[config.mk]
export PLATFORM = sky130hd
export DESIGN_NAME = wlx_exec
export DESIGN_NICKNAME = d
export VERILOG_FILES = /design/src/rtl/wlx_pkg.sv /design/src/rtl/wlx_exec.sv /design/src/rtl/gpr_file.sv
export SDC_FILE = /design/constraint.sdc
export NUM_CORES = 2
export LEC_CHECK = 0
export BUFFER_PORTS_ARGS = -buffer_cell sky130_fd_sc_hd__buf_2
export CAP_MARGIN = 20
export CELL_PAD_IN_SITES_DETAIL_PLACEMENT = 1
export CELL_PAD_IN_SITES_GLOBAL_PLACEMENT = 1
export CORE_MARGIN = 3
export CORE_UTILIZATION = 35
export CTS_CLUSTER_DIAMETER = 40
export DETAILED_ROUTE_END_ITERATION = 10
export PLACE_DENSITY = 0.57
export SLEW_MARGIN = 20
export SYNTH_ARGS = -nofsm -noshare
export SYNTH_HDL_FRONTEND = slang
export SYNTH_SLANG_ARGS = --single-unit
[constraint.sdc]
create_clock -name clk_sys_in -period 17.3 [get_ports clk_sys_in]
set_input_delay 2.595 -clock clk_sys_in [delete_from_list [all_inputs] [get_ports clk_sys_in]]
set_output_delay 2.595 -clock clk_sys_in [all_outputs]
set_load 0.005 [all_outputs]
[src/rtl/wlx_pkg.sv]
// Purpose: shared constants and carriers for the word-load and cross-mac unit
// Assumes: big-endian bit numbering maps to [31:0] with bit 0 as msb
// Notes:   the memory side answers one word per request
package wlx_pkg;

	localparam int          WORD_W        = 32;
	localparam int          GPR_CNT       = 32;
	localparam int          GPR_IDX_W     = 5;
	localparam int          DISP_W        = 16;
	localparam logic [4:0]  GPR_ZERO      = 5'h00;
	localparam logic [1:0]  WORD_ALIGN_0  = 2'h0;
	localparam logic [31:0] WORD_ZERO     = 32'h0000_0000;
	localparam logic [31:0] SAT_POS       = 32'h7FFF_FFFF;
	localparam logic [31:0] SAT_NEG       = 32'h8000_0000;
	localparam logic [31:0] SAT_UNS       = 32'hFFFF_FFFF;
	localparam logic [3:0]  COND_RESET    = 4'h0;
	localparam logic [1:0]  XER_RESET     = 2'h0;
	localparam int          COND_LT       = 3;
	localparam int          COND_GT       = 2;
	localparam int          COND_EQ       = 1;
	localparam int          COND_SO       = 0;
	localparam int          XER_SO        = 1;
	localparam int          XER_OV        = 0;

	typedef enum logic [3:0]
	{
		OP_NONE,
		OP_LOAD_DISP,
		OP_LOAD_DISP_UPD,
		OP_LOAD_IDX,
		OP_LOAD_IDX_UPD,
		OP_LOAD_RESERVE,
		OP_LOAD_BYTEREV,
		OP_STORE_COND,
		OP_STRING_ZERO,
		OP_MAC_MOD_S,
		OP_MAC_MOD_U,
		OP_MAC_SAT_S,
		OP_MAC_SAT_U
	} op_e;

	typedef struct packed
	{
		op_e                   op;
		logic [4:0]            target_gpr;
		logic [4:0]            base_gpr;
		logic [4:0]            index_gpr;
		logic [15:0]           disp;
		logic                  record_bit;
		logic                  oe_bit;
		logic                  bit31;
		logic                  cond_store_ok;
	} instr_s;

	typedef struct packed
	{
		logic                  valid;
		logic [31:0]           data;
		logic                  bus_err;
		logic                  cacheable;
		logic                  prot_ok;
		logic                  cache_miss;
	} mem_rsp_s;

	typedef struct packed
	{
		logic                  valid;
		logic [31:0]           effective_address;
	} mem_req_s;

endpackage

[src/rtl/wlx_exec.sv]
// Purpose: execute word loads and cross-halfword multiply-accumulates
// Assumes: one instruction in flight; issue only while ready_out is high
// Notes:   operands are read a cycle after issue; results retire one at a time
// Notes on behaviour
// - indexed address is index plus base-or-zero
// - displacement sign-extended before adding base
// - update forms write address into base
// - loaded word goes to target unchanged
// - indexed bit31 leaves condition field undefined
// - only reserve load sets reservation flag
// - conditional store clears flag, reports store outcome in equal bit
// - reserve load misaligned raises alignment exception
// - byte-reversed load swaps byte order
// - zero-count string fill bus error: machine check
// - multiply low half first by high second
// - modulo forms keep low 32 sum bits
// - signed saturate toward old target sign
// - unsigned saturate to all ones above max
// - record and overflow-enable flag updates
module wlx_exec
	import wlx_pkg::*;
(
	input  wire logic        clk_sys_in,
	input  wire logic        rst_in,
	input  wire logic        issue_in,
	input  wire instr_s      instr_in,
	output logic             ready_out,
	output mem_req_s         mem_req_out,
	input  wire mem_rsp_s    mem_rsp_in,
	output logic             align_exc_out,
	output logic             mcheck_out,
	output logic             reserve_out,
	output logic [3:0]       primary_condition_field_out,
	output logic [1:0]       fixed_point_exception_reg_out,
	output logic             done_out
);

	typedef enum logic [2:0]
	{
		ST_IDLE,
		ST_READ,
		ST_EXEC,
		ST_MEM,
		ST_WB_BASE
	} state_e;

	typedef struct packed
	{
		state_e        state;
		instr_s        ins;
		logic [31:0]   ea;
		logic [31:0]   load_data;
		logic          reserve;
		logic [3:0]    cond;
		logic [1:0]    fixed_point_exception_reg;
		logic          align_exc;
		logic          mcheck;
		logic          done;
		mem_req_s      req;
		logic          wr_en;
		logic [4:0]    wr_idx;
		logic [31:0]   wr_data;
	} exec_s;

	exec_s       st_r;
	exec_s       st_nxt;
	logic [31:0] base_val;
	logic [31:0] index_val;
	logic [31:0] target_val;

	gpr_file #(
		.DEPTH (GPR_CNT),
		.IDX_W (GPR_IDX_W)
	) u_gpr (
		.clk_sys_in  (clk_sys_in),
		.rd_a_idx_in (st_r.ins.base_gpr),
		.rd_b_idx_in (st_r.ins.index_gpr),
		.rd_c_idx_in (st_r.ins.target_gpr),
		.rd_a_out    (base_val),
		.rd_b_out    (index_val),
		.rd_c_out    (target_val),
		.wr_en_in    (st_r.wr_en),
		.wr_idx_in   (st_r.wr_idx),
		.wr_data_in  (st_r.wr_data)
	);

	function automatic logic [31:0] base_or_zero(input logic [4:0] idx, input logic [31:0] v);
		base_or_zero = (idx == GPR_ZERO) ? WORD_ZERO : v;
	endfunction

	function automatic logic [3:0] cond_of(input logic [31:0] r, input logic so);
		logic [3:0] c;
		c = COND_RESET;
		c[COND_LT] = r[31];
		c[COND_GT] = ~r[31] && (r != WORD_ZERO);
		c[COND_EQ] = (r == WORD_ZERO);
		c[COND_SO] = so;
		cond_of = c;
	endfunction

	logic        is_signed;
	logic [16:0] mul_a;
	logic [16:0] mul_b;
	logic [33:0] prod_full;
	logic [31:0] prod;
	logic [32:0] sum;
	logic [31:0] mac_res;
	logic        mac_ov;
	logic        so_new;

	always_comb
	begin
		is_signed = (st_r.ins.op == OP_MAC_MOD_S) || (st_r.ins.op == OP_MAC_SAT_S);
		// low half of first source times high half of second
		mul_a = {is_signed & base_val[15], base_val[15:0]};
		mul_b = {is_signed & index_val[31], index_val[31:16]};
		prod_full = 34'($signed(mul_a) * $signed(mul_b));
		prod = prod_full[31:0];
		sum = {1'b0, prod} + {1'b0, target_val};
		mac_res = sum[31:0];
		mac_ov = 1'b0;
		case (st_r.ins.op)
			OP_MAC_SAT_S:
			begin
				mac_ov = (prod[31] == target_val[31]) && (target_val[31] != sum[31]);
				if (mac_ov)
				begin
					mac_res = target_val[31] ? SAT_NEG : SAT_POS;
				end
			end
			OP_MAC_SAT_U:
			begin
				mac_ov = sum[32];
				if (mac_ov)
				begin
					mac_res = SAT_UNS;
				end
			end
			OP_MAC_MOD_S:
			begin
				// modulo overflow: signed sum leaves 32-bit range
				mac_ov = (prod[31] == target_val[31]) && (target_val[31] != sum[31]);
			end
			OP_MAC_MOD_U:
			begin
				mac_ov = sum[32];
			end
			default:
			begin
				mac_ov = 1'b0;
			end
		endcase
		so_new = st_r.fixed_point_exception_reg[XER_SO] | (st_r.ins.oe_bit & mac_ov);
	end

	always_comb
	begin
		st_nxt = st_r;
		st_nxt.done = 1'b0;
		st_nxt.align_exc = 1'b0;
		st_nxt.mcheck = 1'b0;
		st_nxt.wr_en = 1'b0;
		st_nxt.req.valid = 1'b0;
		case (st_r.state)
			ST_IDLE:
			begin
				if (issue_in && (instr_in.op != OP_NONE))
				begin
					st_nxt.ins = instr_in;
					st_nxt.state = ST_READ;
				end
			end
			ST_READ:
			begin
				// register file captures read data at the end of this cycle; they are valid in ST_EXEC
				st_nxt.state = ST_EXEC;
			end
			ST_EXEC:
			begin
				st_nxt.state = ST_IDLE;
				st_nxt.done = 1'b1;
				case (st_r.ins.op)
					OP_LOAD_DISP, OP_LOAD_DISP_UPD:
					begin
						st_nxt.ea = base_or_zero(st_r.ins.base_gpr, base_val)
							+ {{(WORD_W-DISP_W){st_r.ins.disp[15]}}, st_r.ins.disp};
						st_nxt.req.valid = 1'b1;
						st_nxt.req.effective_address = st_nxt.ea;
						st_nxt.state = ST_MEM;
						st_nxt.done = 1'b0;
					end
					OP_LOAD_IDX, OP_LOAD_IDX_UPD, OP_LOAD_RESERVE, OP_LOAD_BYTEREV:
					begin
						st_nxt.ea = base_or_zero(st_r.ins.base_gpr, base_val) + index_val;
						if ((st_r.ins.op == OP_LOAD_RESERVE) && (st_nxt.ea[1:0] != WORD_ALIGN_0))
						begin
							st_nxt.align_exc = 1'b1;
						end
						else
						begin
							st_nxt.req.valid = 1'b1;
							st_nxt.req.effective_address = st_nxt.ea;
							st_nxt.state = ST_MEM;
							st_nxt.done = 1'b0;
						end
					end
					OP_STORE_COND:
					begin
						// store path lives elsewhere; only flag and outcome here
						st_nxt.reserve = 1'b0;
						st_nxt.cond = {2'b00, st_r.ins.cond_store_ok, st_r.fixed_point_exception_reg[XER_SO]};
					end
					OP_STRING_ZERO:
					begin
						st_nxt.ea = base_or_zero(st_r.ins.base_gpr, base_val) + index_val;
						st_nxt.req.valid = 1'b1;
						st_nxt.req.effective_address = st_nxt.ea;
						st_nxt.state = ST_MEM;
						st_nxt.done = 1'b0;
					end
					OP_MAC_MOD_S, OP_MAC_MOD_U, OP_MAC_SAT_S, OP_MAC_SAT_U:
					begin
						st_nxt.wr_en = 1'b1;
						st_nxt.wr_idx = st_r.ins.target_gpr;
						st_nxt.wr_data = mac_res;
						if (st_r.ins.oe_bit)
						begin
							st_nxt.fixed_point_exception_reg = {so_new, mac_ov};
						end
						if (st_r.ins.record_bit)
						begin
							st_nxt.cond = cond_of(mac_res, so_new);
						end
					end
					default:
					begin
						st_nxt.state = ST_IDLE;
					end
				endcase
			end
			ST_MEM:
			begin
				if (mem_rsp_in.valid)
				begin
					st_nxt.done = 1'b1;
					st_nxt.state = ST_IDLE;
					if (st_r.ins.op == OP_STRING_ZERO)
					begin
						// zero count: no register changes, only the fill error matters
						st_nxt.mcheck = mem_rsp_in.prot_ok && mem_rsp_in.cacheable
							&& mem_rsp_in.cache_miss && mem_rsp_in.bus_err;
					end
					else
					begin
						st_nxt.wr_en = 1'b1;
						st_nxt.wr_idx = st_r.ins.target_gpr;
						st_nxt.wr_data = mem_rsp_in.data;
						if (st_r.ins.op == OP_LOAD_BYTEREV)
						begin
							st_nxt.wr_data = {mem_rsp_in.data[7:0], mem_rsp_in.data[15:8],
								mem_rsp_in.data[23:16], mem_rsp_in.data[31:24]};
						end
						if (st_r.ins.op == OP_LOAD_RESERVE)
						begin
							st_nxt.reserve = 1'b1;
						end
						// the update form clears it with its base write, so cond moves only at done
						if (st_r.ins.bit31 && (st_r.ins.op != OP_LOAD_DISP)
							&& (st_r.ins.op != OP_LOAD_DISP_UPD)
							&& (st_r.ins.op != OP_LOAD_IDX_UPD))
						begin
							// undefined is allowed; cleared keeps it deterministic
							st_nxt.cond = COND_RESET;
						end
						if ((st_r.ins.op == OP_LOAD_DISP_UPD) || (st_r.ins.op == OP_LOAD_IDX_UPD))
						begin
							st_nxt.state = ST_WB_BASE;
							st_nxt.done = 1'b0;
						end
					end
				end
			end
			ST_WB_BASE:
			begin
				// single write port, so base update follows the target write
				st_nxt.wr_en = 1'b1;
				st_nxt.wr_idx = st_r.ins.base_gpr;
				st_nxt.wr_data = st_r.ea;
				if (st_r.ins.bit31 && (st_r.ins.op == OP_LOAD_IDX_UPD))
				begin
					st_nxt.cond = COND_RESET;
				end
				st_nxt.done = 1'b1;
				st_nxt.state = ST_IDLE;
			end
			default:
			begin
				st_nxt.state = ST_IDLE;
			end
		endcase
		if (rst_in)
		begin
			st_nxt = '0;
			st_nxt.state = ST_IDLE;
			st_nxt.cond = COND_RESET;
			st_nxt.fixed_point_exception_reg = XER_RESET;
		end
	end

	always_ff @(posedge clk_sys_in)
	begin
		st_r <= st_nxt;
		ready_out <= (st_nxt.state == ST_IDLE) && !rst_in;
		mem_req_out <= st_nxt.req;
		align_exc_out <= st_nxt.align_exc;
		mcheck_out <= st_nxt.mcheck;
		reserve_out <= st_nxt.reserve;
		primary_condition_field_out <= st_nxt.cond;
		fixed_point_exception_reg_out <= st_nxt.fixed_point_exception_reg;
		done_out <= st_nxt.done;
	end

endmodule

[src/rtl/gpr_file.sv]
// Purpose: general register file, three read ports registered, one write port
// Assumes: write and read of the same index in one cycle returns the old value
// Notes:   register zero is an ordinary register here; zero-base is decoded outside
module gpr_file
	import wlx_pkg::*;
#(
	parameter int DEPTH  = GPR_CNT,
	parameter int IDX_W  = GPR_IDX_W
)
(
	input  wire logic              clk_sys_in,
	input  wire logic [IDX_W-1:0]  rd_a_idx_in,
	input  wire logic [IDX_W-1:0]  rd_b_idx_in,
	input  wire logic [IDX_W-1:0]  rd_c_idx_in,
	output logic      [31:0]       rd_a_out,
	output logic      [31:0]       rd_b_out,
	output logic      [31:0]       rd_c_out,
	input  wire logic              wr_en_in,
	input  wire logic [IDX_W-1:0]  wr_idx_in,
	input  wire logic [31:0]       wr_data_in
);

	logic [31:0] mem [DEPTH];

	always_ff @(posedge clk_sys_in)
	begin
		if (wr_en_in)
		begin
			mem[wr_idx_in] <= wr_data_in;
		end
		rd_a_out <= mem[rd_a_idx_in];
		rd_b_out <= mem[rd_b_idx_in];
		rd_c_out <= mem[rd_c_idx_in];
	end

endmodule

==> flow_metrics.env <==
export IMPL_maxSlewViolCount=0
export IMPL_clk_path_buf_depth=3
export IMPL_hold_depth=2
export IMPL_fin_hold_ws_ns=0.4616
export IMPL_rsz0062_at_grt="false"
export IMPL_start_util_pct=35.42
export IMPL_fmax_ghz=0.09441
export IMPL_critPathArrivalTime_ns=11.37
export IMPL_finalHoldViolations=0
export IMPL_synthArstFlopShare_pct=0
export IMPL_ys_flop_type="edfxtp_1"
export IMPL_grt_pass1_vias=53850
export IMPL_worst_pin_slew_ns=1.147
export IMPL_cts_sinks=1276
export IMPL_routed_wl_um=288200
export IMPL_routed_via_density=6.054
export IMPL_fp_dieW_um=481.7
export IMPL_cts_root_buffer="clkbuf_16"
export IMPL_yosysTopAreaCell="edfxtp_1"
export IMPL_port_buffers=122
export IMPL_dr_pass1_iters=5
export IMPL_drive_gt1_share_pct=32.34
export IMPL_synth_top_area_share_pct=38.83
export IMPL_cp_common_cell="fa_1"
export IMPL_syn_num_nets=5832
export IMPL_syn_avg_cell_area_um2=14.97
export IMPL_endpoint_kind="flop"
export IMPL_hold_path_class="reg2reg"
export IMPL_grt_pass1_wl_um=411900
export IMPL_critPathSlowestCell="and3b_1"
export IMPL_vias=51600
export IMPL_clk_pin_slew_worst_paths_ns=0.05
export IMPL_reg2reg_depth=28
export IMPL_cap_violations=0
export IMPL_die_h_um=481.7
export IMPL_layout_commonest_cell="edfxtp_1"
export IMPL_synth_area_mm2=0.07920
export IMPL_post_cts_buffers=0
export IMPL_grt_overflow=0
export IMPL_required_ns=18.08
export IMPL_cts_made_buffers=209
export IMPL_coreArea_mm2=0.2236
export IMPL_synth_edf_count=1024
export IMPL_rows=173
export IMPL_ys_warn_count=0
export IMPL_tns_ns=0
export IMPL_worst_path_largest_cell_delay_ns=0.72
export IMPL_synthDistinctLibCells=94
export IMPL_gp_congestion=0.8998
export IMPL_layout_area_overhead_vs_synth_pct=14.88
export IMPL_synth_cells=5292
export IMPL_drtIter0Drc=5439
export IMPL_postPlaceCellArea_mm2=0.08325
export IMPL_status="finished, final reports clean"
export IMPL_synthTopCellsByArea="edfxtp_1, mux4_2, fa_1"
export IMPL_ys_seq_elements=1276
export IMPL_design_area_mm2=0.09098
export IMPL_skew_ns=0.08652
export IMPL_dieArea_mm2=0.2320
export IMPL_fin_crit_sh_pct=61.23
export IMPL_antenna_found_initial=22
export IMPL_clk_latency_ns=0.88
export IMPL_setup_violations=0
export IMPL_crit_fanout=16
export IMPL_ctsHoldBuffers=0
export IMPL_critPathLaunchType="flop"
export IMPL_fin_crit_ns=10.59
export IMPL_final_cell_mix="edfxtp_1, mux4_2, nand2_1, inv_1, fa_1"
export IMPL_crit_type="reg2reg"
export IMPL_cts_tree="done"
export IMPL_wl_per_cell_um=33.81
export IMPL_seq_area_frac_synth_pct=45.20
export IMPL_fill_cells=22240
export IMPL_grt_max_degree=90
export IMPL_nNetsFinal=5893
export IMPL_max_slew_margin_pct=23.53
export IMPL_ant_nets=0
export IMPL_place_hpwl_um=183800
export IMPL_ios=123
export IMPL_grt_use_total_pct=24.92
export IMPL_htreeDepth=4
export IMPL_drc=0
export IMPL_cts_resized=0
==> registers in the layout, indices dropped and copies added (netlist names), 32 cells and up <==
name	flops
st_r	151
u_gpr.mem	1024
u_gpr.rd_a_out	32
u_gpr.rd_b_out	32
u_gpr.rd_c_out	32
==> synthesized netlist by cell type (39+ instances only) <==
| master | instances |
|---|---|
| a21o_1 | 42 |
| a21oi_1 | 244 |
| and2_1 | 131 |
| buf_1 | 82 |
| clkbuf_1 | 285 |
| dfxtp_1 | 252 |
| edfxtp_1 | 1024 |
| fa_1 | 285 |
| ha_1 | 176 |
| inv_1 | 337 |
| mux2_2 | 96 |
| mux4_2 | 960 |
| nand2_1 | 395 |
| nand3_1 | 49 |
| nor2_1 | 222 |
| nor2b_1 | 43 |
| nor3_1 | 47 |
| o21ai_0 | 85 |
| xnor2_1 | 84 |
| xor2_1 | 39 |
==> cell families (layout without fill, tap and decap cells) <==
| logic type | count (synthesis) | count (layout) | synth area share (%) |
|---|---|---|---|
| adder cells (fa/ha/maj) | 461 | 461 | 9.985 |
| AO/OA/AOI/OAI | 621 | 621 | 5.084 |
| XOR/XNOR | 123 | 123 | 1.360 |
| flip-flops | 1276 | 1276 | 45.20 |
| multiplexers | 1061 | 1061 | 28.73 |
| AND/OR/NAND/NOR | 1006 | 1006 | 5.939 |
| buffers and inverters | 744 | 993 | 3.709 |
| other | 0 | 8 | 0 |
==> stage by stage <==
stage                     cells  worst slack (ns)  util [%]
after floorplan            5292             8.826         -
after global placement     8117             7.016     37.23
after detailed placement   8117             6.836     37.23
after CTS                  8516             6.765     40.67
after global routing       8520             6.173     40.69
final                      8524             6.708     40.69
==> metal layers <==
layer  share of wire [%]  wire (um)  GRT usage [%]  vias to the layer above
met5                   0          0              0                        -
li1                    -          -              -                    20880
met3                 7.5      21510          3.777                      451
met4                 3.4       9731          8.420                        0
met1                  41     118200          34.27                    27960
met2                  48     138800          40.44                     2310
==> layout make-up <==
cell class / instances / area, um^2 / share of cell area, %
Timing Repair Buffer: 257 / 1655 / 1.819
Clock inverter: 167 / 2288 / 2.515
Inverter: 337 / 1265 / 1.390
Tap cell: 2975 / 3722 / 4.091
Sequential cell: 1276 / 35860 / 39.41
Antenna cell: 8 / 20.02 / 0.02200
Clock buffer: 232 / 5406 / 5.942
Multi-Input combinational cell: 3272 / 40770 / 44.81
==> worst paths after layout <==
path	from	to	slack, ns
worst max register to register	st_r[183]$_SDFFE_PP0P_	st_r[77]$_SDFFE_PP0P_	6.71
worst min-delay path	st_r[154]$_SDFFE_PP0P_	st_r[154]$_SDFFE_PP0P_	0.46
worst max-delay path	st_r[183]$_SDFFE_PP0P_	st_r[77]$_SDFFE_PP0P_	6.71
worst min register to register	st_r[154]$_SDFFE_PP0P_	st_r[154]$_SDFFE_PP0P_	0.46
==> worst max-delay path, delay by kind of cell, from the launching register on <==
kind	cells	cell delay (ns)
adders and majority gates	8	3.66
and+or+nand+nor	8	3.30
AOI/OAI and AO/OA	10	2.69
DFF	1	0.62
xor gates and xnor gates	1	0.16
buffers and inverters	1	0.04
Power is not shown: default switching activity piles up to over one toggle a cycle in this logic, so the estimate is an artifact.
